### config.mk
export PLATFORM = sky130hd
export DESIGN_NAME = dspa_top
export DESIGN_NICKNAME = d
export VERILOG_FILES = /design/src/rtl/dspa_pkg.sv /design/src/rtl/dspa_top.sv
export SDC_FILE = /design/constraint.sdc
export NUM_CORES = 1
export LEC_CHECK = 0
export BUFFER_PORTS_ARGS = -buffer_cell sky130_fd_sc_hd__buf_2
export CORE_UTILIZATION = 45
export CTS_BUF_LIST = sky130_fd_sc_hd__clkbuf_2 sky130_fd_sc_hd__clkbuf_4 sky130_fd_sc_hd__clkbuf_8
export DETAILED_ROUTE_END_ITERATION = 10
export PLACE_DENSITY = 0.74
export SYNTH_ARGS = -nofsm -noshare
export SYNTH_HDL_FRONTEND = slang
export SYNTH_SLANG_ARGS = --single-unit
export TNS_END_PERCENT = 100
### constraint.sdc
create_clock -name core_clk_i -period 7.88 [get_ports core_clk_i]
set_input_delay 0.394 -clock core_clk_i [delete_from_list [all_inputs] [get_ports core_clk_i]]
set_output_delay 0.394 -clock core_clk_i [all_outputs]
set_load 0.01 [all_outputs]
### src/rtl/dspa_pkg.sv
// Constants shared by the drive status and parameter access block.
package dspa_pkg;
    // Register byte addresses.
    localparam logic [7:0]  ADDR_CONFIG     = 8'h00;
    localparam logic [7:0]  ADDR_SPEED_LIM  = 8'h04;
    localparam logic [7:0]  ADDR_CURR_LIM   = 8'h08;
    localparam logic [7:0]  ADDR_STATUS     = 8'h0c;
    localparam logic [7:0]  ADDR_CTRL_WORD  = 8'h10;
    localparam logic [7:0]  ADDR_PARAM_STAT = 8'h14;
    // Configuration register fields.
    localparam int          CFG_PROFILE_BIT = 0;
    localparam int          CFG_RELAY_BIT   = 1;
    localparam int          CFG_MULTI_BIT   = 2;
    localparam int          CFG_DIR_LSB     = 3;
    localparam logic [31:0] CFG_RESET       = 32'h0000_0000;
    localparam logic [31:0] SPEED_LIM_RESET = 32'hffff_0000;
    localparam logic [31:0] CURR_LIM_RESET  = 32'h0000_ffff;
    // Permitted motor direction codes.
    localparam logic [1:0]  DIR_FWD_ONLY    = 2'h0;
    localparam logic [1:0]  DIR_REV_ONLY    = 2'h1;
    localparam logic [1:0]  DIR_BOTH        = 2'h2;
    // Status word bit positions.
    localparam int          ST_CTRL_READY   = 0;
    localparam int          ST_DRIVE_READY  = 1;
    localparam int          ST_ENABLE       = 2;
    localparam int          ST_TRIP         = 3;
    localparam int          ST_ERROR        = 4;
    localparam int          ST_TRIP_LOCK    = 6;
    localparam int          ST_WARNING      = 7;
    localparam int          ST_AT_REF       = 8;
    localparam int          ST_BUS_CTRL     = 9;
    localparam int          ST_FREQ_OK      = 10;
    localparam int          ST_RUNNING      = 11;
    localparam int          ST_BRAKE        = 12;
    localparam int          ST_VOLTAGE      = 13;
    localparam int          ST_TORQUE       = 14;
    localparam int          ST_TIMER        = 15;
    // Control word bit positions.
    localparam int          CW_RELAY        = 12;
    localparam int          CW_SETUP_LSB    = 13;
    localparam int          CW_REVERSE      = 15;
    // Thermal timer value that stands for full scale.
    localparam logic [15:0] TIMER_FULL      = 16'h2710;
    // Request and response codes.
    localparam logic [7:0]  REQ_READ        = 8'h01;
    localparam logic [7:0]  REQ_WRITE       = 8'h02;
    localparam logic [7:0]  RESP_ERROR      = 8'h00;
    localparam logic [7:0]  RESP_READ       = 8'h01;
    localparam logic [7:0]  RESP_WRITE      = 8'h02;
    localparam logic [7:0]  ERR_MARK        = 8'hff;
    localparam logic [7:0]  ERR_BAD_TYPE    = 8'h01;
    localparam logic [7:0]  ERR_OTHER       = 8'hfe;
    localparam logic [7:0]  LEN_VALUE       = 8'h04;
    localparam logic [7:0]  LEN_NONE        = 8'h00;

    typedef enum logic [0:0] {
        PA_IDLE = 1'b0,
        PA_WAIT = 1'b1
    } dspa_state_e;
endpackage

### src/rtl/dspa_top.sv
// Drive status word, control word decode and parameter request handling.
//
// Design decisions made here: the address map and strobed register access.
`timescale 1ns/1ns
module dspa_top (
    // Clock and reset
    input  wire logic        core_clk_i,
    input  wire logic        rst_i,
    // Register port
    input  wire logic [7:0]  reg_addr_i,
    input  wire logic [31:0] reg_wdata_i,
    input  wire logic        reg_wr_i,
    input  wire logic        reg_rd_i,
    output logic      [31:0] reg_rdata_o,
    // Drive conditions
    input  wire logic        ctrl_ready_i,
    input  wire logic        tripped_i,
    input  wire logic        drive_ready_i,
    input  wire logic        start_enable_i,
    input  wire logic        trip_lock_i,
    input  wire logic        error_no_trip_i,
    input  wire logic        warning_i,
    input  wire logic        speed_at_ref_i,
    input  wire logic        local_stop_i,
    input  wire logic        local_ref_i,
    input  wire logic [15:0] out_freq_i,
    input  wire logic        start_received_i,
    input  wire logic        brake_fault_i,
    input  wire logic        dc_volt_low_i,
    input  wire logic        dc_volt_high_i,
    input  wire logic [15:0] motor_current_i,
    input  wire logic [15:0] motor_thermal_i,
    input  wire logic [15:0] drive_thermal_i,
    // Control word from the network
    input  wire logic        ctrl_word_valid_i,
    input  wire logic [15:0] ctrl_word_i,
    // Drive outputs
    output logic [15:0]      drive_status_word_o,
    output logic             relay2_o,
    output logic [1:0]       setup_sel_o,
    output logic             reverse_o,
    // Parameter request input
    input  wire logic        param_req_valid_i,
    input  wire logic [7:0]  param_req_type_i,
    input  wire logic [15:0] param_req_num_i,
    input  wire logic [7:0]  param_req_sub_i,
    input  wire logic [31:0] param_req_value_i,
    output logic             param_req_ready_o,
    // Parameter response output
    output logic             param_resp_valid_o,
    output logic [7:0]       param_resp_type_o,
    output logic [15:0]      param_resp_num_o,
    output logic [7:0]       param_resp_len_o,
    output logic [31:0]      param_resp_value_o,
    // Parameter store
    output logic             store_req_o,
    output logic             store_write_o,
    output logic [15:0]      store_num_o,
    output logic [7:0]       store_sub_o,
    output logic [31:0]      store_wdata_o,
    input  wire logic        store_ack_i,
    input  wire logic        store_err_i,
    input  wire logic [7:0]  store_err_code_i,
    input  wire logic [31:0] store_rdata_i
);

    // Error value: marker in byte 0, code in byte 3.
    function automatic logic [31:0] err_value(input logic [7:0] code);
        err_value = {code, 8'h00, 8'h00, dspa_pkg::ERR_MARK};
    endfunction

    logic [31:0]        cfg_reg;
    logic [31:0]        speed_lim_reg;
    logic [31:0]        curr_lim_reg;
    logic [15:0]        ctrl_word_reg;
    logic [15:0]        status_reg;
    logic [15:0]        status_next;
    logic [15:0]        resp_count_reg;
    dspa_pkg::dspa_state_e state_reg;
    logic               native;
    logic [1:0]         dir_cfg;
    logic               err_code_ok;

    assign native  = (cfg_reg[dspa_pkg::CFG_PROFILE_BIT] == 1'b0);
    assign dir_cfg = cfg_reg[dspa_pkg::CFG_DIR_LSB +: 2];

    // Register writes.
    always_ff @(posedge core_clk_i or posedge rst_i) begin
        if (rst_i) begin
            cfg_reg       <= dspa_pkg::CFG_RESET;
            speed_lim_reg <= dspa_pkg::SPEED_LIM_RESET;
            curr_lim_reg  <= dspa_pkg::CURR_LIM_RESET;
        end else if (reg_wr_i) begin
            case (reg_addr_i)
                dspa_pkg::ADDR_CONFIG:    cfg_reg       <= reg_wdata_i;
                dspa_pkg::ADDR_SPEED_LIM: speed_lim_reg <= reg_wdata_i;
                dspa_pkg::ADDR_CURR_LIM:  curr_lim_reg  <= reg_wdata_i;
                default: ;
            endcase
        end
    end

    // Register reads; unmapped addresses read as zero.
    always_ff @(posedge core_clk_i or posedge rst_i) begin
        if (rst_i) begin
            reg_rdata_o <= 32'h0000_0000;
        end else if (reg_rd_i) begin
            case (reg_addr_i)
                dspa_pkg::ADDR_CONFIG:     reg_rdata_o <= cfg_reg;
                dspa_pkg::ADDR_SPEED_LIM:  reg_rdata_o <= speed_lim_reg;
                dspa_pkg::ADDR_CURR_LIM:   reg_rdata_o <= curr_lim_reg;
                dspa_pkg::ADDR_STATUS:     reg_rdata_o <= {16'h0000, status_reg};
                dspa_pkg::ADDR_CTRL_WORD:  reg_rdata_o <= {16'h0000, ctrl_word_reg};
                dspa_pkg::ADDR_PARAM_STAT: reg_rdata_o <= {15'h0000,
                                                           state_reg == dspa_pkg::PA_WAIT,
                                                           resp_count_reg};
                default:                   reg_rdata_o <= 32'h0000_0000;
            endcase
        end
    end

    // Status word assembly.
    always_comb begin
        status_next = 16'h0000;
        status_next[dspa_pkg::ST_CTRL_READY]  = ctrl_ready_i & ~tripped_i;
        status_next[dspa_pkg::ST_DRIVE_READY] = drive_ready_i;
        status_next[dspa_pkg::ST_ENABLE]      = start_enable_i;
        status_next[dspa_pkg::ST_TRIP]        = tripped_i;
        status_next[dspa_pkg::ST_ERROR]       = error_no_trip_i;
        status_next[dspa_pkg::ST_TRIP_LOCK]   = trip_lock_i;
        status_next[dspa_pkg::ST_WARNING]     = warning_i;
        status_next[dspa_pkg::ST_AT_REF]      = speed_at_ref_i;
        status_next[dspa_pkg::ST_BUS_CTRL]    = ~(local_stop_i | local_ref_i);
        status_next[dspa_pkg::ST_FREQ_OK]     = (out_freq_i >= speed_lim_reg[15:0])
                                              & (out_freq_i <= speed_lim_reg[31:16]);
        status_next[dspa_pkg::ST_RUNNING]     = start_received_i
                                              | (out_freq_i != 16'h0000);
        status_next[dspa_pkg::ST_BRAKE]       = brake_fault_i;
        status_next[dspa_pkg::ST_VOLTAGE]     = dc_volt_low_i | dc_volt_high_i;
        status_next[dspa_pkg::ST_TORQUE]      = motor_current_i > curr_lim_reg[15:0];
        status_next[dspa_pkg::ST_TIMER]       = (motor_thermal_i > dspa_pkg::TIMER_FULL)
            | (drive_thermal_i > dspa_pkg::TIMER_FULL);
        if (!native) begin
            status_next = 16'h0000;
        end
    end

    // The status word is registered so the network sees a stable, glitch-free value.
    always_ff @(posedge core_clk_i or posedge rst_i) begin
        if (rst_i) begin
            status_reg <= 16'h0000;
        end else begin
            status_reg <= status_next;
        end
    end

    assign drive_status_word_o = status_reg;

    // Control word decode; ignored outside the native profile.
    always_ff @(posedge core_clk_i or posedge rst_i) begin
        if (rst_i) begin
            ctrl_word_reg <= 16'h0000;
            relay2_o      <= 1'b0;
            setup_sel_o   <= 2'h0;
            reverse_o     <= 1'b0;
        end else begin
            if (ctrl_word_valid_i && native) begin
                ctrl_word_reg <= ctrl_word_i;
                if (cfg_reg[dspa_pkg::CFG_MULTI_BIT]) begin
                    setup_sel_o <= ctrl_word_i[dspa_pkg::CW_SETUP_LSB +: 2];
                end
            end
            relay2_o <= cfg_reg[dspa_pkg::CFG_RELAY_BIT]
                      & ctrl_word_reg[dspa_pkg::CW_RELAY];
            case (dir_cfg)
                dspa_pkg::DIR_FWD_ONLY: reverse_o <= 1'b0;
                dspa_pkg::DIR_REV_ONLY: reverse_o <= 1'b1;
                default: reverse_o <= ctrl_word_reg[dspa_pkg::CW_REVERSE];
            endcase
        end
    end

    // A store error code outside the known set is reported as other error.
    assign err_code_ok = (store_err_code_i >= 8'h01) && (store_err_code_i <= 8'h0b);

    // Parameter request handling: one request in flight; ready is low while waiting.
    always_ff @(posedge core_clk_i or posedge rst_i) begin
        if (rst_i) begin
            state_reg          <= dspa_pkg::PA_IDLE;
            param_req_ready_o  <= 1'b1;
            param_resp_valid_o <= 1'b0;
            param_resp_type_o  <= 8'h00;
            param_resp_num_o   <= 16'h0000;
            param_resp_len_o   <= 8'h00;
            param_resp_value_o <= 32'h0000_0000;
            store_req_o        <= 1'b0;
            store_write_o      <= 1'b0;
            store_num_o        <= 16'h0000;
            store_sub_o        <= 8'h00;
            store_wdata_o      <= 32'h0000_0000;
            resp_count_reg     <= 16'h0000;
        end else begin
            param_resp_valid_o <= 1'b0;
            store_req_o        <= 1'b0;
            case (state_reg)
                dspa_pkg::PA_IDLE: begin
                    if (param_req_valid_i) begin
                        param_resp_num_o <= param_req_num_i;
                        if (param_req_type_i == dspa_pkg::REQ_READ
                            || param_req_type_i == dspa_pkg::REQ_WRITE) begin
                            store_req_o       <= 1'b1;
                            store_write_o     <= param_req_type_i == dspa_pkg::REQ_WRITE;
                            store_num_o       <= param_req_num_i;
                            store_sub_o       <= param_req_sub_i;
                            store_wdata_o     <= param_req_value_i;
                            param_req_ready_o <= 1'b0;
                            state_reg         <= dspa_pkg::PA_WAIT;
                        end else begin
                            param_resp_valid_o <= 1'b1;
                            param_resp_type_o  <= dspa_pkg::RESP_ERROR;
                            param_resp_len_o   <= dspa_pkg::LEN_VALUE;
                            param_resp_value_o <= err_value(dspa_pkg::ERR_BAD_TYPE);
                            resp_count_reg     <= 16'(resp_count_reg + 16'h0001);
                        end
                    end
                end
                dspa_pkg::PA_WAIT: begin
                    if (store_ack_i) begin
                        param_resp_valid_o <= 1'b1;
                        param_req_ready_o  <= 1'b1;
                        resp_count_reg     <= 16'(resp_count_reg + 16'h0001);
                        state_reg          <= dspa_pkg::PA_IDLE;
                        if (store_err_i) begin
                            param_resp_type_o  <= dspa_pkg::RESP_ERROR;
                            param_resp_len_o   <= dspa_pkg::LEN_VALUE;
                            param_resp_value_o <= err_value(err_code_ok ? store_err_code_i
                                                            : dspa_pkg::ERR_OTHER);
                        end else if (store_write_o) begin
                            param_resp_type_o  <= dspa_pkg::RESP_WRITE;
                            param_resp_len_o   <= dspa_pkg::LEN_NONE;
                            param_resp_value_o <= 32'h0000_0000;
                        end else begin
                            param_resp_type_o  <= dspa_pkg::RESP_READ;
                            param_resp_len_o   <= dspa_pkg::LEN_VALUE;
                            param_resp_value_o <= store_rdata_i;
                        end
                    end
                end
                default: begin
                    state_reg         <= dspa_pkg::PA_IDLE;
                    param_req_ready_o <= 1'b1;
                end
            endcase
        end
    end

endmodule

* Word level (Yosys, flattened, before mapping)
Index checks and enable logic that the tools add are counted.
W data, S select, Z words.
** Word-level totals
- Word-level logic and storage cells :: 106
- Output and inout bits :: 176
- Memories kept :: 0
- Input bits :: 246
- Bits in latches :: 0
- RAM bits :: 0
- Memory bits (read-only) :: 0
- Register bits after elaboration :: 305
** Operators by class
- Bitwise operators :: 11
- $add $sub $neg :: 1
- Div/mod/pow operators :: 0
- Mux-type cells :: 39
- Reduce and logical (&&, ||, !) cells :: 14
- Magnitude comparators :: 7
- Multiply operators :: 0
- Equal/unequal tests :: 12
- Shifts and indexed selects :: 0
** Operator list (count)
- $pmux W32 S6 :: 1
- $mux W32 :: 5
- $mux W16 :: 4
- $pmux W32 S2 :: 1
- $mux W8 :: 7
- $gt A16 B14 Y1 const B :: 2
- $pmux W16 S2 :: 1
- $pmux W8 S2 :: 2
- $add A16 B1 Y16 const B :: 1
- $eq A8 B4 Y1 const B :: 2
- $eq A8 B5 Y1 const B :: 2
- $ge A16 B16 Y1 :: 1
- $gt A16 B16 Y1 :: 1
- $le A16 B16 Y1 :: 1
- $reduce_bool A16 Y1 :: 1
- $mux W1 :: 10
- $reduce_and A2 Y1 :: 5
- $reduce_and A3 Y1 :: 3
- $eq A8 B1 Y1 const B :: 1
- $eq A8 B2 Y1 const B :: 1
- $eq A8 B3 Y1 const B :: 1
- $ge A8 B1 Y1 const B :: 1
- $le A8 B4 Y1 const B :: 1
- $logic_not A8 Y1 :: 1
- 11 further kinds :: 28

* Longest topological paths before layout
Gate-level depths: netlist of run 1.
- Word-level depth :: 6
- Mapped depth :: 9
- Mapped depth without buffers :: 7

* Worst setup path before layout of run 1
Ideal clock, no wire load.
- Path type :: input -> register
- From :: input port param_req_type_i[3]
- To :: register store_wdata_o[0]
- Arrival :: 1876 ps
- Buffers on the path :: 3
- Required time :: 7755 ps
- Slack :: 5879 ps
- Stages :: 7
- Setup time :: 125 ps
- Cell sequence :: or4_4 -> nor4_4 -> nand2b_1 -> buf_2 -> buf_6 -> buf_6 -> mux2_4
** On the way
- Cells in the longest elaborated chain, start to end :: 3
- Elaborated cells between the ends (all ways) :: 4
- Those cells by class :: eq/ne: 2; reduce/logical: 2
** Ends and longest elaborated chain
- from (decl) :: line dspa_top.sv:44 : input wire logic [7:0] param_req_type_i,
- $eq A8 B1 Y1 or $eq A8 B2 Y1 (tied branches) :: line dspa_top.sv:209, dspa_top.sv:210
- $logic_or A1 B1 Y1 * :: line dspa_top.sv:210 : || param_req_type_i == dspa_pkg::REQ_WRITE) begin
- $reduce_and A3 Y1 (no source line) *
- to (signal assigned) :: line dspa_top.sv:215 : store_wdata_o <= param_req_value_i;
- to (decl) :: line dspa_top.sv:60 : output logic [31:0] store_wdata_o,
Mark *: on every way between the ends. The rest lies on a longest branch, timed or not.
A chain may end at the register's enable or synchronous reset.

* Final worst setup path of run 1
- From :: register state_reg
- To :: register resp_count_reg[12]
** On the way
- Cells in the longest elaborated chain, start to end :: 3
- Elaborated cells between the ends (all ways) :: 6
- Those cells by class :: eq/ne: 3; mux: 1; bitwise: 1; reduce/logical: 1
** Ends and longest elaborated chain
- from (decl) :: line dspa_top.sv:79 : dspa_pkg::dspa_state_e state_reg;
- from (signal assigned) :: line dspa_top.sv:189 : state_reg <= dspa_pkg::PA_IDLE;
- from (signal assigned) :: line dspa_top.sv:217 : state_reg <= dspa_pkg::PA_WAIT;
- from (signal assigned) :: line dspa_top.sv:232 : state_reg <= dspa_pkg::PA_IDLE;
- $not A1 Y1 (no source line)
- $ne A2 B2 Y1 (no source line)
- $reduce_and A3 Y1 (no source line)
- to (signal assigned) :: line dspa_top.sv:223 : resp_count_reg <= 16'(resp_count_reg + 16'h0001);
- to (signal assigned) :: line dspa_top.sv:231 : resp_count_reg <= 16'(resp_count_reg + 16'h0001);
- to (decl) :: line dspa_top.sv:78 : logic [15:0] resp_count_reg;
Parallel ways exist; a longest one is shown, timed or not.

==> results of run 1 <==
## stage by stage
stage	std cells	instance area (µm²)	setup WS, ns
floorplan	1067	13600	3.65
global placement	1806	15900	4.64
detailed placement	1806	15900	4.56
CTS	1893	16900	4.78
global route	1894	16900	4.51
finish	1896	16900	4.74
## where the power goes
part | switching, µW | total [µW] | internal (µW)
Sequential | 75.9 | 1670 | 1600
Clock | 584 | 1390 | 803
Combinational | 215 | 416 | 201
Total | 874 | 3470 | 2600
## cells in the mapped netlist (2+ instances only)
cell type,number
sky130_fd_sc_hd__a211oi_1,3
sky130_fd_sc_hd__a21o_1,12
sky130_fd_sc_hd__a21oi_1,40
sky130_fd_sc_hd__a221o_1,5
sky130_fd_sc_hd__a221oi_1,18
sky130_fd_sc_hd__a22o_1,16
sky130_fd_sc_hd__a22oi_1,4
sky130_fd_sc_hd__a31oi_1,8
sky130_fd_sc_hd__and2_0,2
sky130_fd_sc_hd__and2_1,15
sky130_fd_sc_hd__and3_1,6
sky130_fd_sc_hd__and4_1,4
sky130_fd_sc_hd__buf_1,4
sky130_fd_sc_hd__buf_2,25
sky130_fd_sc_hd__buf_4,16
sky130_fd_sc_hd__buf_6,5
sky130_fd_sc_hd__clkbuf_1,17
sky130_fd_sc_hd__dfrtp_1,258
sky130_fd_sc_hd__dfstp_2,33
sky130_fd_sc_hd__ha_1,49
sky130_fd_sc_hd__inv_1,83
sky130_fd_sc_hd__mux2_2,150
sky130_fd_sc_hd__mux2_4,37
sky130_fd_sc_hd__mux2i_1,17
sky130_fd_sc_hd__mux4_2,15
sky130_fd_sc_hd__nand2_1,19
sky130_fd_sc_hd__nand2b_1,11
sky130_fd_sc_hd__nand3_1,17
sky130_fd_sc_hd__nand4_1,19
sky130_fd_sc_hd__nor2_1,39
sky130_fd_sc_hd__nor2b_1,13
sky130_fd_sc_hd__nor3_1,7
sky130_fd_sc_hd__nor4_1,8
sky130_fd_sc_hd__o211ai_1,2
sky130_fd_sc_hd__o21a_1,2
sky130_fd_sc_hd__o21ai_0,9
sky130_fd_sc_hd__o22ai_1,32
sky130_fd_sc_hd__o41ai_1,2
sky130_fd_sc_hd__or4_4,2
sky130_fd_sc_hd__xnor2_1,15
## layer usage
metal / global-route usage [%] / wire length (µm) / up-vias
li1: - / - / 4599
met1: 28.7 / 14700 / 5001
met2: 42.6 / 19300 / 393
met3: 5.43 / 2510 / 96
met4: 9.31 / 1330 / 6
met5: 0 / 38 / -
## worst min-delay path by stage
stage / start / to / slack [ns] / cells after the start
finish: store_rdata_i[10] / param_resp_value_o[10] / 0.05 / 2
detailed placement: param_resp_value_o[25] / param_resp_value_o[25] / 0.47 / 1
floorplan: resp_count_reg[15] / resp_count_reg[15] / 0.45 / 1
global route: store_rdata_i[10] / param_resp_value_o[10] / 0.02 / 2
CTS: store_rdata_i[10] / param_resp_value_o[10] / 0.03 / 2
global placement: param_req_ready_o / param_req_ready_o / 0.45 / 2
## cell families (layout without fill, tap and decap cells)
| logic type | after synthesis | in the layout | synth area share (%) |
|---|---|---|---|
| adder cells (fa/ha/maj) | 49 | 49 | 4.52 |
| XOR/XNOR | 16 | 16 | 1.03 |
| buffers and inverters | 152 | 588 | 5.17 |
| flip-flops | 291 | 291 | 54.0 |
| AND/OR/NAND/NOR | 168 | 168 | 6.95 |
| AO/OA/AOI/OAI | 158 | 158 | 7.98 |
| other | 1 | 17 | 0.0277 |
| multiplexers | 219 | 219 | 20.3 |
## repair_timing
| item | 4_1_cts | 5_1_grt |
|---|---|---|
| buffers inserted | 0 | 0 |
| hold endpoints to repair | 2 | 0 |
| hold buffers | 3 | 0 |
## area by class of cell
cell class / count / share of cell area (%)
antenna: 3 / 0.0444
clock buffer: 79 / 5.73
multi-input combinational: 624 / 33.1
sequential: 291 / 43.3
clock inverter: 5 / 0.296
timing repair buffer: 420 / 12.7
inverter: 84 / 1.89
tap: 390 / 2.89
## worst max-delay path, cell delays in order (launching register included)
cell and delay [ns]:
sky130_fd_sc_hd__dfrtp_1 0.46, sky130_fd_sc_hd__nand2b_1 0.82, sky130_fd_sc_hd__o21a_1 0.94, sky130_fd_sc_hd__inv_2 0.45
sky130_fd_sc_hd__nand4_1 0.26, sky130_fd_sc_hd__xnor2_1 0.13
==> flow_summary.html, run 1 <==
<table>
<tr><th>Metric</th><th>Value</th></tr>
<tr><th colspan="2">Placed design</th></tr>
<tr><td>IO Port Bufs</td><td>407</td></tr>
<tr><td>Routability congestion estimate from global placement</td><td>approximately 0.93</td></tr>
<tr><td>HPWL reported at the end of detailed placement</td><td>28.1 mm</td></tr>
<tr><th colspan="2">Detailed routing</th></tr>
<tr><td>Detailed-route vias per instance</td><td>5.32</td></tr>
<tr><td>Count of routing violations after the opening detailed-route iteration</td><td>483</td></tr>
<tr><td># DRC</td><td>0</td></tr>
<tr><td>Total via count in the routed design</td><td>10,100</td></tr>
<tr><td>Detailed-route wire length per cell</td><td>19.9 µm</td></tr>
<tr><td>Routed Wire Length</td><td>between 30 and 40 mm</td></tr>
<tr><td>Pre-antenna DRT Iters</td><td>5</td></tr>
<tr><td>Antenna viol nets, final</td><td>0</td></tr>
<tr><th colspan="2">STA</th></tr>
<tr><td>Final hold viol count</td><td>0</td></tr>
<tr><td>F_max</td><td>about 320 MHz</td></tr>
<tr><td>Clock period minus worst slack</td><td>approximately 3.1 ns</td></tr>
<tr><td>Setup violation total in the final timing report</td><td>0</td></tr>
<tr><td>Final hold slack</td><td>0.0494 ns</td></tr>
<tr><td>Total Negative Setup Slacks</td><td>0 ns</td></tr>
<tr><td>Relative max-transition margin</td><td>30.7%</td></tr>
<tr><td>Maximum clock skew at final layout</td><td>between 0.02 and 0.025 ns</td></tr>
<tr><td>Actual slew at the worst max-slew pin</td><td>around 1.0 ns</td></tr>
<tr><td>Number of max-slew violations in the final report</td><td>0</td></tr>
<tr><td>RSZ-0062 raised after global routing</td><td>false</td></tr>
<tr><td>Final Cycle Share</td><td>roughly 40%</td></tr>
<tr><th colspan="2">Floorplan</th></tr>
<tr><td>Area of the core</td><td>roughly 30,000 µm²</td></tr>
<tr><td>Cell row count</td><td>63</td></tr>
<tr><td>Area enclosed by the die boundary</td><td>30,800 µm²</td></tr>
<tr><td>Starting density of the core</td><td>a little under half</td></tr>
<tr><td>Width of the die</td><td>176 µm</td></tr>
<tr><td>Die Y</td><td>~180 µm</td></tr>
<tr><td># IOs</td><td>~420</td></tr>
<tr><th colspan="2">Clock network</th></tr>
<tr><td>Inserted Clock Buffers</td><td>47</td></tr>
<tr><td>Count of instances resized after the clock tree is built</td><td>0</td></tr>
<tr><td>Bufs on Longest Clock Path</td><td>3</td></tr>
<tr><td>Clock Pin Slew Worst Setup and Hold Paths</td><td>approximately 0.060 ns</td></tr>
<tr><td>Clock latency at the later pin of the worst-skew pair</td><td>between 0.5 and 0.6 ns</td></tr>
<tr><td>Root Driver</td><td>sky130_fd_sc_hd__clkbuf_8</td></tr>
<tr><td>CTS HTree Levels</td><td>2</td></tr>
<tr><td>Clk sink count</td><td>291</td></tr>
<tr><td>Clock tree from TritonCTS</td><td>done</td></tr>
<tr><th colspan="2">Synth</th></tr>
<tr><td>Fraction of synthesis flops using an asynchronous set or reset pin</td><td>100%</td></tr>
<tr><td>Synthesized instance count</td><td>1,054</td></tr>
<tr><td>Ranking of synthesized cells by area</td><td>sky130_fd_sc_hd__dfrtp_1 (48%), sky130_fd_sc_hd__mux2_2 (12%), sky130_fd_sc_hd__dfstp_2 (6.4%)</td></tr>
<tr><td>Number of enable-type register cells in the synthesized netlist</td><td>0</td></tr>
<tr><td>Flops &amp; latches, synth</td><td>291</td></tr>
<tr><td>Post-synthesis average cell area</td><td>12.9 µm²</td></tr>
<tr><td>Synthesis warning total</td><td>0</td></tr>
<tr><td>Top flip-flop cell by instance count after synthesis</td><td>sky130_fd_sc_hd__dfrtp_1</td></tr>
<tr><td>Area fraction of the dominant cell type after synthesis</td><td>around 48%</td></tr>
<tr><td>Post-Synthesis Cell Area</td><td>13,600 µm²</td></tr>
<tr><td>Post-synth cell types</td><td>55</td></tr>
<tr><td>Cell taking the most area after synthesis</td><td>sky130_fd_sc_hd__dfrtp_1</td></tr>
<tr><td>Fraction of the yosys area taken by sequential cells</td><td>54.0%</td></tr>
<tr><th colspan="2">Setup path</th></tr>
<tr><td>Kind of start point of the critical path</td><td>flop</td></tr>
<tr><td>Worst reg2reg setup slack</td><td>4.74 ns</td></tr>
<tr><td>Worst-case reg-to-reg path depth</td><td>5</td></tr>
<tr><td>Critical register-to-register path endpoint</td><td>resp_count_reg[12]</td></tr>
<tr><td>Worst setup path start</td><td>state_reg</td></tr>
<tr><td>Category of the critical setup timing path</td><td>reg -&gt; reg</td></tr>
<tr><td>Crit path capture type</td><td>flop</td></tr>
<tr><td>Critical path capture point</td><td>resp_count_reg[12]</td></tr>
<tr><td>Worst flop-to-flop path startpoint</td><td>state_reg</td></tr>
<tr><td>Required @ worst endpoint</td><td>roughly 8.4 ns</td></tr>
<tr><td>Signal arrival time at the worst endpoint</td><td>3.62 ns</td></tr>
<tr><td>Critical path peak fanout</td><td>28</td></tr>
<tr><th colspan="2">Cells and area</th></tr>
<tr><td>Flip-flop and latch area</td><td>between 7000 and 8000 µm²</td></tr>
<tr><td>Leading cell types in the layout, fill and taps excluded</td><td>sky130_fd_sc_hd__buf_2 (407), sky130_fd_sc_hd__dfrtp_1 (258), sky130_fd_sc_hd__mux2_2 (150)</td></tr>
<tr><td>Area Growth Syn to Fin</td><td>24.7%</td></tr>
<tr><td>Multi-input gate area in the final layout</td><td>5600 µm²</td></tr>
<tr><td>End-of-flow core utilization</td><td>57.0%</td></tr>
<tr><td>Most frequent standard cell in the layout excluding fill and tap cells</td><td>sky130_fd_sc_hd__buf_2</td></tr>
<tr><td>Net count reported at finish</td><td>between 1,500 and 2,000</td></tr>
<tr><td>Share of post-route cells with drive strength above 1</td><td>49.8%</td></tr>
<tr><td>FILL cells</td><td>between 2,000 and 3,000</td></tr>
<tr><th colspan="2">Power</th></tr>
<tr><td>Worst supply voltage drop on vdd</td><td>0.000119 V</td></tr>
<tr><td>Leak pwr</td><td>0.00859 µW</td></tr>
<tr><td>Total power consumption of the routed design</td><td>approximately 3500 µW</td></tr>
<tr><td>Pwr per Cell Area</td><td>205 nW/µm²</td></tr>
<tr><th colspan="2">GRT</th></tr>
<tr><td>Number of antenna violations at the first check in global routing</td><td>5</td></tr>
<tr><td>First-pass GRT wire length</td><td>57.2 mm</td></tr>
<tr><td>Total gr overflow</td><td>0</td></tr>
<tr><td>Total global-route track usage</td><td>about a quarter</td></tr>
<tr><td>Number of global-route vias before repair</td><td>10,300</td></tr>
<tr><td>Pin count of the biggest net entering global routing</td><td>around 170</td></tr>
<tr><th colspan="2">Flow run</th></tr>
<tr><td>Maximum Capacitance Violations</td><td>0</td></tr>
<tr><th colspan="2">Outcome</th></tr>
<tr><td>Result of the run</td><td>finished, final reports clean</td></tr>
<tr><th colspan="2">Hold path</th></tr>
<tr><td>Classification of the worst-slack hold path</td><td>in -&gt; reg</td></tr>
</table>
(Power assumes the default switching activity.)
==> inputs of run 2 (changes only) <==
--- a/config.mk
+++ b/config.mk
@@ -5,6 +5,7 @@
 export SDC_FILE = /design/constraint.sdc
 export NUM_CORES = 1
 export LEC_CHECK = 0
+export ABC_AREA = 1
 export BUFFER_PORTS_ARGS = -buffer_cell sky130_fd_sc_hd__buf_2
 export CORE_UTILIZATION = 45
 export CTS_BUF_LIST = sky130_fd_sc_hd__clkbuf_2 sky130_fd_sc_hd__clkbuf_4 sky130_fd_sc_hd__clkbuf_8
==> constraint.sdc (replaced) <==
create_clock -name core_clk_i -period 2.6 [get_ports core_clk_i]
set_input_delay 0.13 -clock core_clk_i [delete_from_list [all_inputs] [get_ports core_clk_i]]
set_output_delay 0.13 -clock core_clk_i [all_outputs]
set_load 0.01 [all_outputs]
==> run 2 against run 1 <==
Hold slack worse by 0.021 ns. Critical path depth up 2. Clock skew up 0.011 ns. Die area up 3.3%. Power rose to 3.2 times the previous value. Fmax up 30%. Global-route usage up 6.7 points. Sequential share of layout area down 5.1 points. Combinational power rose to 3.8 times the previous value. Register-to-register slack worse by 4.6 ns. Non-clock buffer count up 183. Critical path type unchanged.
==> flow_summary.html, run 2 <==
<table>
<tr><th>Metric</th><th>Value</th></tr>
<tr><th colspan="2">STA</th></tr>
<tr><td>Actual slew at the worst max-slew pin</td><td>1.03 ns (-0.00634 ns)</td></tr>
<tr><td>Final Cycle Share</td><td>93.1% (+53 points)</td></tr>
<tr><td>Final hold viol count</td><td>0 (unchanged)</td></tr>
<tr><td>Number of max-slew violations in the final report</td><td>0 (unchanged)</td></tr>
<tr><td>Setup slack of the critical path after layout</td><td>0.179 ns (-4.56 ns)</td></tr>
<tr><td>Setup violation total in the final timing report</td><td>0 (unchanged)</td></tr>
<tr><td>Final hold slack</td><td>0.0284 ns (-0.0210 ns)</td></tr>
<tr><td>Clock period minus worst slack</td><td>2.42 ns (-0.717 ns)</td></tr>
<tr><td>F_max</td><td>413 MHz (+30%)</td></tr>
<tr><td>RSZ-0062 raised after global routing</td><td>false</td></tr>
<tr><td>Maximum clock skew at final layout</td><td>0.0317 ns (+0.0109 ns)</td></tr>
<tr><td>Relative max-transition margin</td><td>31.0% (+0.32 points)</td></tr>
<tr><th colspan="2">Synth</th></tr>
<tr><td>Flops &amp; latches, synth</td><td>291 (unchanged)</td></tr>
<tr><td>Top cells by instance count after synthesis</td><td>sky130_fd_sc_hd__nand2_1 (738), sky130_fd_sc_hd__dfrtp_1 (258), sky130_fd_sc_hd__inv_1 (150), sky130_fd_sc_hd__nand3_1 (91), sky130_fd_sc_hd__o21ai_0 (87)</td></tr>
<tr><td>Area fraction of the dominant cell type after synthesis</td><td>46.1% (-1.5 points)</td></tr>
<tr><td>Fraction of the yosys area taken by sequential cells</td><td>52.3% (-1.7 points)</td></tr>
<tr><td>Fraction of synthesis flops using an asynchronous set or reset pin</td><td>100% (unchanged)</td></tr>
<tr><td>Synthesized instance count</td><td>1,744 (+65%)</td></tr>
<tr><td>Cell taking the most area after synthesis</td><td>sky130_fd_sc_hd__dfrtp_1</td></tr>
<tr><td>Synthesis warning total</td><td>0 (unchanged)</td></tr>
<tr><td>Post-Synthesis Cell Area</td><td>14,000 µm² (+3.3%)</td></tr>
<tr><td>Top flip-flop cell by instance count after synthesis</td><td>sky130_fd_sc_hd__dfrtp_1</td></tr>
<tr><td>Post-synth cell types</td><td>43 (-22%)</td></tr>
<tr><td>Ranking of synthesized cells by area</td><td>sky130_fd_sc_hd__dfrtp_1 (46%), sky130_fd_sc_hd__nand2_1 (20%), sky130_fd_sc_hd__dfstp_2 (6.2%)</td></tr>
<tr><td>Most frequent cell after synthesis</td><td>sky130_fd_sc_hd__nand2_1</td></tr>
<tr><td>Number of enable-type register cells in the synthesized netlist</td><td>0 (unchanged)</td></tr>
<tr><td>Post-synthesis average cell area</td><td>8.03 µm² (-38%)</td></tr>
<tr><th colspan="2">Detailed routing</th></tr>
<tr><td>Total via count in the routed design</td><td>14,400 (+42%)</td></tr>
<tr><td>Routed Wire Length</td><td>50.2 mm (+33%)</td></tr>
<tr><td>Detailed-route wire length per cell</td><td>18.1 µm (-9.1%)</td></tr>
<tr><td>Detailed-route vias per instance</td><td>5.19 (-2.5%)</td></tr>
<tr><td># DRC</td><td>0 (unchanged)</td></tr>
<tr><td>Count of routing violations after the opening detailed-route iteration</td><td>1,113 (+130%)</td></tr>
<tr><td>Antenna viol nets, final</td><td>0 (unchanged)</td></tr>
<tr><td>Pre-antenna DRT Iters</td><td>5 (unchanged)</td></tr>
<tr><th colspan="2">Clock network</th></tr>
<tr><td>Clock tree from TritonCTS</td><td>done</td></tr>
<tr><td>CTS HTree Levels</td><td>2 (unchanged)</td></tr>
<tr><td>Clock latency at the later pin of the worst-skew pair</td><td>0.60 ns (+0.05 ns)</td></tr>
<tr><td># Post-CTS Setup Buffers</td><td>0 (unchanged)</td></tr>
<tr><td>Root Driver</td><td>sky130_fd_sc_hd__clkbuf_8</td></tr>
<tr><td>Bufs on Longest Clock Path</td><td>3 (unchanged)</td></tr>
<tr><td>Clock Pin Slew Worst Setup and Hold Paths</td><td>0.07 ns (about the same)</td></tr>
<tr><td>Clk sink count</td><td>291 (unchanged)</td></tr>
<tr><td>Inserted Clock Buffers</td><td>51 (+8.5%)</td></tr>
<tr><td>Count of instances resized after the clock tree is built</td><td>0 (unchanged)</td></tr>
<tr><th colspan="2">Setup path</th></tr>
<tr><td>Number of buffer and inverter instances along the worst setup path</td><td>3 (+2)</td></tr>
<tr><td>Category of the critical setup timing path</td><td>reg -&gt; reg</td></tr>
<tr><td>Worst-case reg-to-reg path depth</td><td>7 (+2)</td></tr>
<tr><td>Kind of start point of the critical path</td><td>flop</td></tr>
<tr><td>Ordered list of cells on the worst path</td><td>nand2_1 &gt; inv_1 &gt; a21oi_4 &gt; buf_4 &gt; nand2_1 &gt; nand3_1 &gt; dlygate4sd3_1</td></tr>
<tr><td>Signal arrival time at the worst endpoint</td><td>2.96 ns (-0.66 ns)</td></tr>
<tr><td>Longest individual stage delay on the worst path</td><td>0.55 ns (-0.39 ns)</td></tr>
<tr><td>Required @ worst endpoint</td><td>3.14 ns (-5.22 ns)</td></tr>
<tr><td>Logic depth of the worst setup path including buffers</td><td>7 (+2)</td></tr>
<tr><td>Slowest CP cell</td><td>sky130_fd_sc_hd__dlygate4sd3_1</td></tr>
<tr><td>Critical path peak fanout</td><td>35 (+25%)</td></tr>
<tr><td>Gate family responsible for the most delay along the worst path</td><td>buffers and inverters</td></tr>
<tr><td>Crit path capture type</td><td>flop</td></tr>
<tr><td>Most frequent CP cell</td><td>sky130_fd_sc_hd__nand2_1</td></tr>
<tr><th colspan="2">Flow run</th></tr>
<tr><td>Maximum Capacitance Violations</td><td>0 (unchanged)</td></tr>
<tr><th colspan="2">Cells and area</th></tr>
<tr><td>Leading cell types in the layout, fill and taps excluded</td><td>sky130_fd_sc_hd__nand2_1 (738), sky130_fd_sc_hd__buf_2 (407), sky130_fd_sc_hd__dfrtp_1 (258)</td></tr>
<tr><td>Post-Layout Inst Area</td><td>19,100 µm² (+13%)</td></tr>
<tr><td>Most frequent standard cell in the layout excluding fill and tap cells</td><td>sky130_fd_sc_hd__nand2_1</td></tr>
<tr><td>Net count reported at finish</td><td>2,623 (+49%)</td></tr>
<tr><td>End-of-flow core utilization</td><td>62.6% (+5.5 points)</td></tr>
<tr><td>Area Growth Syn to Fin</td><td>36.7%</td></tr>
<tr><td>Share of post-route cells with drive strength above 1</td><td>24.8% (-25 points)</td></tr>
<tr><td>FILL cells</td><td>2,514 (-1.3%)</td></tr>
<tr><th colspan="2">Placed design</th></tr>
<tr><td>Placed instance area</td><td>16,400 µm² (+3.4%)</td></tr>
<tr><td>Routability congestion estimate from global placement</td><td>0.932 (about the same)</td></tr>
<tr><td>IO Port Bufs</td><td>407 (unchanged)</td></tr>
<tr><td>Worst setup timing slack at the placement stage</td><td>0.531 ns (-4.03 ns)</td></tr>
<tr><td>HPWL reported at the end of detailed placement</td><td>33.4 mm (+19%)</td></tr>
<tr><th colspan="2">Floorplan</th></tr>
<tr><td>Area enclosed by the die boundary</td><td>31,800 µm² (+3.3%)</td></tr>
<tr><td>Cell row count</td><td>64 (+1.6%)</td></tr>
<tr><td>Width of the die</td><td>178 µm (+1.6%)</td></tr>
<tr><td>Starting density of the core</td><td>45.8% (+0.046 points)</td></tr>
<tr><td># IOs</td><td>422 (unchanged)</td></tr>
<tr><td>Area of the core</td><td>30,600 µm² (+3.2%)</td></tr>
<tr><td>Die Y</td><td>178 µm (+1.6%)</td></tr>
<tr><th colspan="2">Outcome</th></tr>
<tr><td>Result of the run</td><td>finished, final reports clean</td></tr>
<tr><th colspan="2">Power</th></tr>
<tr><td>Share of total power consumed by net switching</td><td>28.0% (+2.8 points)</td></tr>
<tr><td>Switching power total</td><td>3100 µW (+250%)</td></tr>
<tr><td>Comb power frac</td><td>14.1% (+2.1 points)</td></tr>
<tr><td>Pwr per Cell Area</td><td>578 nW/µm² (+180%)</td></tr>
<tr><td>Total power consumption of the routed design</td><td>11,100 µW (+220%)</td></tr>
<tr><td>Clock Power Share</td><td>39.8% (about the same)</td></tr>
<tr><td>Leak pwr</td><td>0.0104 µW (+21%)</td></tr>
<tr><td>Worst supply voltage drop on vdd</td><td>0.000445 V (+270%)</td></tr>
<tr><td>Sequential cell fraction of total power</td><td>46.1% (-2.0 points)</td></tr>
<tr><td>Internal power of the cells</td><td>7970 µW (+210%)</td></tr>
<tr><th colspan="2">GRT</th></tr>
<tr><td>Total global-route track usage</td><td>30.9% (+6.7 points)</td></tr>
<tr><td>First-pass GRT wire length</td><td>74.9 mm (+31%)</td></tr>
<tr><td>Total gr overflow</td><td>0 (unchanged)</td></tr>
<tr><td>Pin count of the biggest net entering global routing</td><td>65 (-61%)</td></tr>
<tr><td>Number of antenna violations at the first check in global routing</td><td>7 (+2)</td></tr>
<tr><td>Number of global-route vias before repair</td><td>14,000 (+36%)</td></tr>
<tr><th colspan="2">Hold path</th></tr>
<tr><td>Number of cells on the worst hold path</td><td>5 (+3)</td></tr>
<tr><td>Classification of the worst-slack hold path</td><td>in -&gt; reg</td></tr>
</table>
## run 2: cell count changes in the layout (fill, tap and decap cells not counted), moves of 37 or more
cell / change
sky130_fd_sc_hd__nand3_1: +75
sky130_fd_sc_hd__dlygate4sd3_1: +164
sky130_fd_sc_hd__mux2_2: -149
sky130_fd_sc_hd__mux2_4: -37
sky130_fd_sc_hd__nand2_1: +719
sky130_fd_sc_hd__inv_1: +67
sky130_fd_sc_hd__o21ai_0: +78
sky130_fd_sc_hd__o21ai_1: +57
## run 2: what timing repair did
| action | 4_1_cts | 5_1_grt |
|---|---|---|
| hold buffers | 167 | 0 |
| hold endpoints to repair | 250 | 0 |
| setup endpoints to repair | 0 | 2 |
## run 2: power by group through the flow
stage	clock network [µW]	registers, µW	logic, µW
3_3_place_gp	0	5150	1290
3_5_place_dp	0	5150	1330
4_1_cts	4440	5080	1520
2_1_floorplan	0	5160	653
5_1_grt	4650	5130	1720
6_report	4410	5100	1560
## run 2: layout make-up
cell class / count / area (µm²) / area share [%]
multi-input cells: 1226 / 5680 / 29.6
diodes: 7 / 17.5 / 0.0915
well taps: 396 / 495 / 2.59
inverters: 155 / 586 / 3.06
clock buffers: 79 / 962 / 5.03
clock inverters: 13 / 96.3 / 0.503
repair buffers: 603 / 3990 / 20.8
flip-flops and latches: 291 / 7320 / 38.2
## run 2: cell families after synthesis
| family | synth area share [%] |
|---|---|
| muxes | 0.0804 |
| and+or+nand+nor | 27.1 |
| buffers and inverters | 7.66 |
| DFF | 52.3 |
| adders and majority gates | 4.38 |
| AOI/OAI and AO/OA | 8.00 |
| xor gates and xnor gates | 0.500 |
| other | 0.0268 |
## run 2: final timing paths
check | start | endpoint | slack [ns]
max | state_reg | param_resp_value_o[27] | 0.18
min | ctrl_word_valid_i | ctrl_word_reg[12] | 0.03
max reg2reg | state_reg | param_resp_value_o[27] | 0.18
min reg2reg | store_wdata_o[7] | store_wdata_o[7] | 0.46
max in group asynchronous | rst_i | store_wdata_o[27] | 1.56
min in group asynchronous | rst_i | store_wdata_o[3] | 0.18
## run 2: per-layer routing
layer	vias to the layer above	share of wire, %	GRT usage (%)
met5	-	0	0
met4	0	6.4	18.4
met3	220	8.4	6.07
met2	838	47	50.2
met1	6687	38	38.0
li1	6640	-	-
## run 2: worst min-delay path: stages
cell and delay [ns]:
sky130_fd_sc_hd__buf_2 0.09, sky130_fd_sc_hd__nand2_1 0.05, sky130_fd_sc_hd__buf_4 0.19, sky130_fd_sc_hd__nand2_1 0.07
sky130_fd_sc_hd__nand2_1 0.05
## run 2: per-stage QoR
step | setup TNS [ns] | cells
finish | 0 | 2770
global route | 0 | 2768
CTS | 0 | 2762
detailed placement | 0 | 2503
global placement | 0 | 2503
floorplan | -363.15 | 1757
==> inputs of run 3 (changes only) <==
--- a/config.mk
+++ b/config.mk
@@ -10,7 +10,7 @@
 export CORE_UTILIZATION = 45
 export CTS_BUF_LIST = sky130_fd_sc_hd__clkbuf_2 sky130_fd_sc_hd__clkbuf_4 sky130_fd_sc_hd__clkbuf_8
 export DETAILED_ROUTE_END_ITERATION = 10
-export PLACE_DENSITY = 0.74
+export PLACE_DENSITY = 0.72
 export SYNTH_ARGS = -nofsm -noshare
 export SYNTH_HDL_FRONTEND = slang
 export SYNTH_SLANG_ARGS = --single-unit
==> run 3 against run 2 <==
Count of clock-buffer cells in the layout fell by 1. Highest routed layer is now met5. Non-clock buffer count fell by 3. Sequential cell count unchanged. Largest cell class unchanged. Sequential power about the same. Power increased by 2.4%.
==> flow_summary.html, run 3 (same netlist as run 2, synthesis figures left out) <==
<table>
<tr><th>Metric</th><th>Value</th></tr>
<tr><th colspan="2">GRT</th></tr>
<tr><td>Total gr overflow</td><td>0 (unchanged)</td></tr>
<tr><td>First-pass GRT wire length</td><td>76.3 mm (+1.8%)</td></tr>
<tr><td>Number of antenna violations at the first check in global routing</td><td>5 (-2)</td></tr>
<tr><td>Pin count of the biggest net entering global routing</td><td>73 (+12%)</td></tr>
<tr><td>Total global-route track usage</td><td>31.4% (+0.50 points)</td></tr>
<tr><td>Number of global-route vias before repair</td><td>14,100 (+0.57%)</td></tr>
<tr><th colspan="2">Power</th></tr>
<tr><td>Worst supply voltage drop on vdd</td><td>0.000394 V (-12%)</td></tr>
<tr><td>Comb power frac</td><td>13.7% (-0.4 points)</td></tr>
<tr><td>Share of total power consumed by net switching</td><td>27.6% (-0.38 points)</td></tr>
<tr><td>Switching power total</td><td>3130 µW (+1.0%)</td></tr>
<tr><td>Leak pwr</td><td>0.0104 µW (+0.19%)</td></tr>
<tr><td>Clock Power Share</td><td>41.3% (+1.5 points)</td></tr>
<tr><td>Sequential cell fraction of total power</td><td>45.0% (-1.1 points)</td></tr>
<tr><td>Pwr per Cell Area</td><td>591 nW/µm² (+2.3%)</td></tr>
<tr><td>Internal power of the cells</td><td>8200 µW (+3.0%)</td></tr>
<tr><th colspan="2">Hold path</th></tr>
<tr><td>Classification of the worst-slack hold path</td><td>in -&gt; reg</td></tr>
<tr><th colspan="2">Cells and area</th></tr>
<tr><td>Leading cell types in the layout, fill and taps excluded</td><td>sky130_fd_sc_hd__nand2_1 (738), sky130_fd_sc_hd__buf_2 (407), sky130_fd_sc_hd__dfrtp_1 (258)</td></tr>
<tr><td>Net count reported at finish</td><td>2,618 (-0.19%)</td></tr>
<tr><td>Count of placed standard cells in the final layout, fillers left out</td><td>2,764 (-0.22%)</td></tr>
<tr><td>Share of post-route cells with drive strength above 1</td><td>24.8% (-0.064 points)</td></tr>
<tr><td>Area Growth Syn to Fin</td><td>36.9%</td></tr>
<tr><td>End-of-flow core utilization</td><td>62.7% (+0.082 points)</td></tr>
<tr><td>Most frequent standard cell in the layout excluding fill and tap cells</td><td>sky130_fd_sc_hd__nand2_1</td></tr>
<tr><th colspan="2">Floorplan</th></tr>
<tr><td>Width of the die</td><td>178 µm (unchanged)</td></tr>
<tr><td># IOs</td><td>422 (unchanged)</td></tr>
<tr><td>Area enclosed by the die boundary</td><td>31,800 µm² (unchanged)</td></tr>
<tr><td>Die Y</td><td>178 µm (unchanged)</td></tr>
<tr><td>Starting density of the core</td><td>45.8% (unchanged)</td></tr>
<tr><td>Cell row count</td><td>64 (unchanged)</td></tr>
<tr><td>Area of the core</td><td>30,600 µm² (unchanged)</td></tr>
<tr><th colspan="2">Clock network</th></tr>
<tr><td>Count of instances resized after the clock tree is built</td><td>0 (unchanged)</td></tr>
<tr><td>Root Driver</td><td>sky130_fd_sc_hd__clkbuf_8</td></tr>
<tr><td>CTS HTree Levels</td><td>2 (unchanged)</td></tr>
<tr><td>Clock latency at the later pin of the worst-skew pair</td><td>0.59 ns (about the same)</td></tr>
<tr><td>Clock tree from TritonCTS</td><td>done</td></tr>
<tr><td>Inserted Clock Buffers</td><td>50 (-2.0%)</td></tr>
<tr><td>Clk sink count</td><td>291 (unchanged)</td></tr>
<tr><td>Bufs on Longest Clock Path</td><td>3 (unchanged)</td></tr>
<tr><td>Clock Pin Slew Worst Setup and Hold Paths</td><td>0.06 ns (about the same)</td></tr>
<tr><th colspan="2">Detailed routing</th></tr>
<tr><td>Pre-antenna DRT Iters</td><td>6 (+1)</td></tr>
<tr><td>Detailed-route wire length per cell</td><td>18.1 µm (about the same)</td></tr>
<tr><td>Detailed-route vias per instance</td><td>5.16 (-0.67%)</td></tr>
<tr><td>Routed Wire Length</td><td>50.1 mm (-0.20%)</td></tr>
<tr><td># DRC</td><td>0 (unchanged)</td></tr>
<tr><td>Total via count in the routed design</td><td>14,300 (-0.88%)</td></tr>
<tr><td>Antenna viol nets, final</td><td>0 (unchanged)</td></tr>
<tr><td>Count of routing violations after the opening detailed-route iteration</td><td>1,029 (-7.5%)</td></tr>
<tr><th colspan="2">Placed design</th></tr>
<tr><td>Cells after DPL</td><td>2,500 (-0.12%)</td></tr>
<tr><td>IO Port Bufs</td><td>407 (unchanged)</td></tr>
<tr><td>HPWL reported at the end of detailed placement</td><td>33.9 mm (+1.7%)</td></tr>
<tr><td>Routability congestion estimate from global placement</td><td>0.923 (-0.97%)</td></tr>
<tr><th colspan="2">STA</th></tr>
<tr><td>Number of max-slew violations in the final report</td><td>0 (unchanged)</td></tr>
<tr><td>RSZ-0062 raised after global routing</td><td>false</td></tr>
<tr><td>F_max</td><td>417 MHz (+1.1%)</td></tr>
<tr><td>Setup violation total in the final timing report</td><td>0 (unchanged)</td></tr>
<tr><td>Clock period minus worst slack</td><td>2.40 ns (-0.0260 ns)</td></tr>
<tr><td>Maximum clock skew at final layout</td><td>0.0369 ns (+0.00521 ns)</td></tr>
<tr><td>Relative max-transition margin</td><td>34.5% (+3.5 points)</td></tr>
<tr><td>Final Cycle Share</td><td>92.1% (-1.0 points)</td></tr>
<tr><td>Actual slew at the worst max-slew pin</td><td>0.981 ns (-0.0526 ns)</td></tr>
<tr><td>Final hold viol count</td><td>0 (unchanged)</td></tr>
<tr><th colspan="2">Setup path</th></tr>
<tr><td>Critical path peak fanout</td><td>28 (-20%)</td></tr>
<tr><td>Category of the critical setup timing path</td><td>reg -&gt; reg</td></tr>
<tr><td>Required @ worst endpoint</td><td>3.13 ns (about the same)</td></tr>
<tr><td>Signal arrival time at the worst endpoint</td><td>2.92 ns (-0.04 ns)</td></tr>
<tr><td>Crit path capture type</td><td>flop</td></tr>
<tr><td>Kind of start point of the critical path</td><td>flop</td></tr>
<tr><th colspan="2">Flow run</th></tr>
<tr><td>Maximum Capacitance Violations</td><td>0 (unchanged)</td></tr>
<tr><th colspan="2">Outcome</th></tr>
<tr><td>Result of the run</td><td>finished, final reports clean</td></tr>
</table>
run 3: cell types whose count changed in the layout (fill, tap and decap cells not counted), sizes merged:
| cell | before | now |
|---|---|---|
| diode | 7 | 3 |
| buf | 436 | 433 |
| bufinv | 1 | 3 |
| a21oi | 29 | 28 |
| clkbuf | 79 | 78 |
| clkinv | 10 | 11 |
run 3: repair_timing:
item,in CTS,in global routing
buffers inserted,0,0
setup endpoints to repair,0,0
hold buffers,167,0
hold endpoints to repair,253,0
run 3: metal layers:
| metal | vias up | GRT usage, % | share of wire [%] |
|---|---|---|---|
| met2 | 773 | 53.3 | 49 |
| met4 | 4 | 17.6 | 6.2 |
| li1 | 6627 | - | - |
| met3 | 186 | 6.01 | 7.5 |
| met1 | 6668 | 37.1 | 37 |
| met5 | - | 0 | 0.044 |
run 3: worst max-delay path, stage by stage (launching register included):
cell	delay [ns]
sky130_fd_sc_hd__dfrtp_1	0.40
sky130_fd_sc_hd__nand2_1	0.20
sky130_fd_sc_hd__inv_1	0.18
sky130_fd_sc_hd__a21oi_4	0.40
sky130_fd_sc_hd__buf_4	0.37
sky130_fd_sc_hd__nand2_1	0.11
sky130_fd_sc_hd__nand3_1	0.11
sky130_fd_sc_hd__dlygate4sd3_1	0.57
run 3: final cells by class:
type                            instances  area, µm²
Tap cell                              396        495
Multi-Input combinational cell       1225       5670
Antenna cell                            3       7.51
Fill cell                            2541      11400
Clock inverter                         16        164
Inverter                              155        586
Timing Repair Buffer                  600       3950
Clock buffer                           78        973
Sequential cell                       291       7320
run 3: path summary, 6_finish.rpt:
check                              startpoint  slack [ns]  depth (start not counted)                 endpoint
setup / recovery                    state_reg        0.20                          7   param_resp_value_o[27]
hold reg to reg              store_wdata_o[5]        0.47                          2         store_wdata_o[5]
min in group asynchronous               rst_i        0.21                          3          reg_rdata_o[11]
setup reg to reg                    state_reg        0.20                          7   param_resp_value_o[27]
max in group asynchronous               rst_i        1.53                          4         curr_lim_reg[14]
hold / removal             motor_thermal_i[4]       0.006                          5  drive_status_word_o[15]
run 3: through the flow:
stage / setup slack [ns] / hold slack, ns / instance area (µm²) / TNS, ns / power [µW]
after floorplan: -1.36 / 0.195 / 14100 / -363.15 / 5820
after global placement: 0.640 / 0.277 / 16400 / 0 / 6450
after detailed placement: 0.619 / 0.284 / 16400 / 0 / 6490
after CTS: 0.291 / 0.00223 / 19200 / 0 / 11300
after global routing: 0.0941 / 0.0252 / 19200 / 0 / 11800
final: 0.205 / 0.00639 / 19200 / 0 / 11300
run 3: power by group through the flow:
stage	logic (µW)	registers, µW	clock network, µW
floorplan	653	5160	0
global placement	1290	5160	0
detailed placement	1330	5160	0
CTS	1530	5090	4710
global route	1720	5130	4930
finish	1560	5100	4680
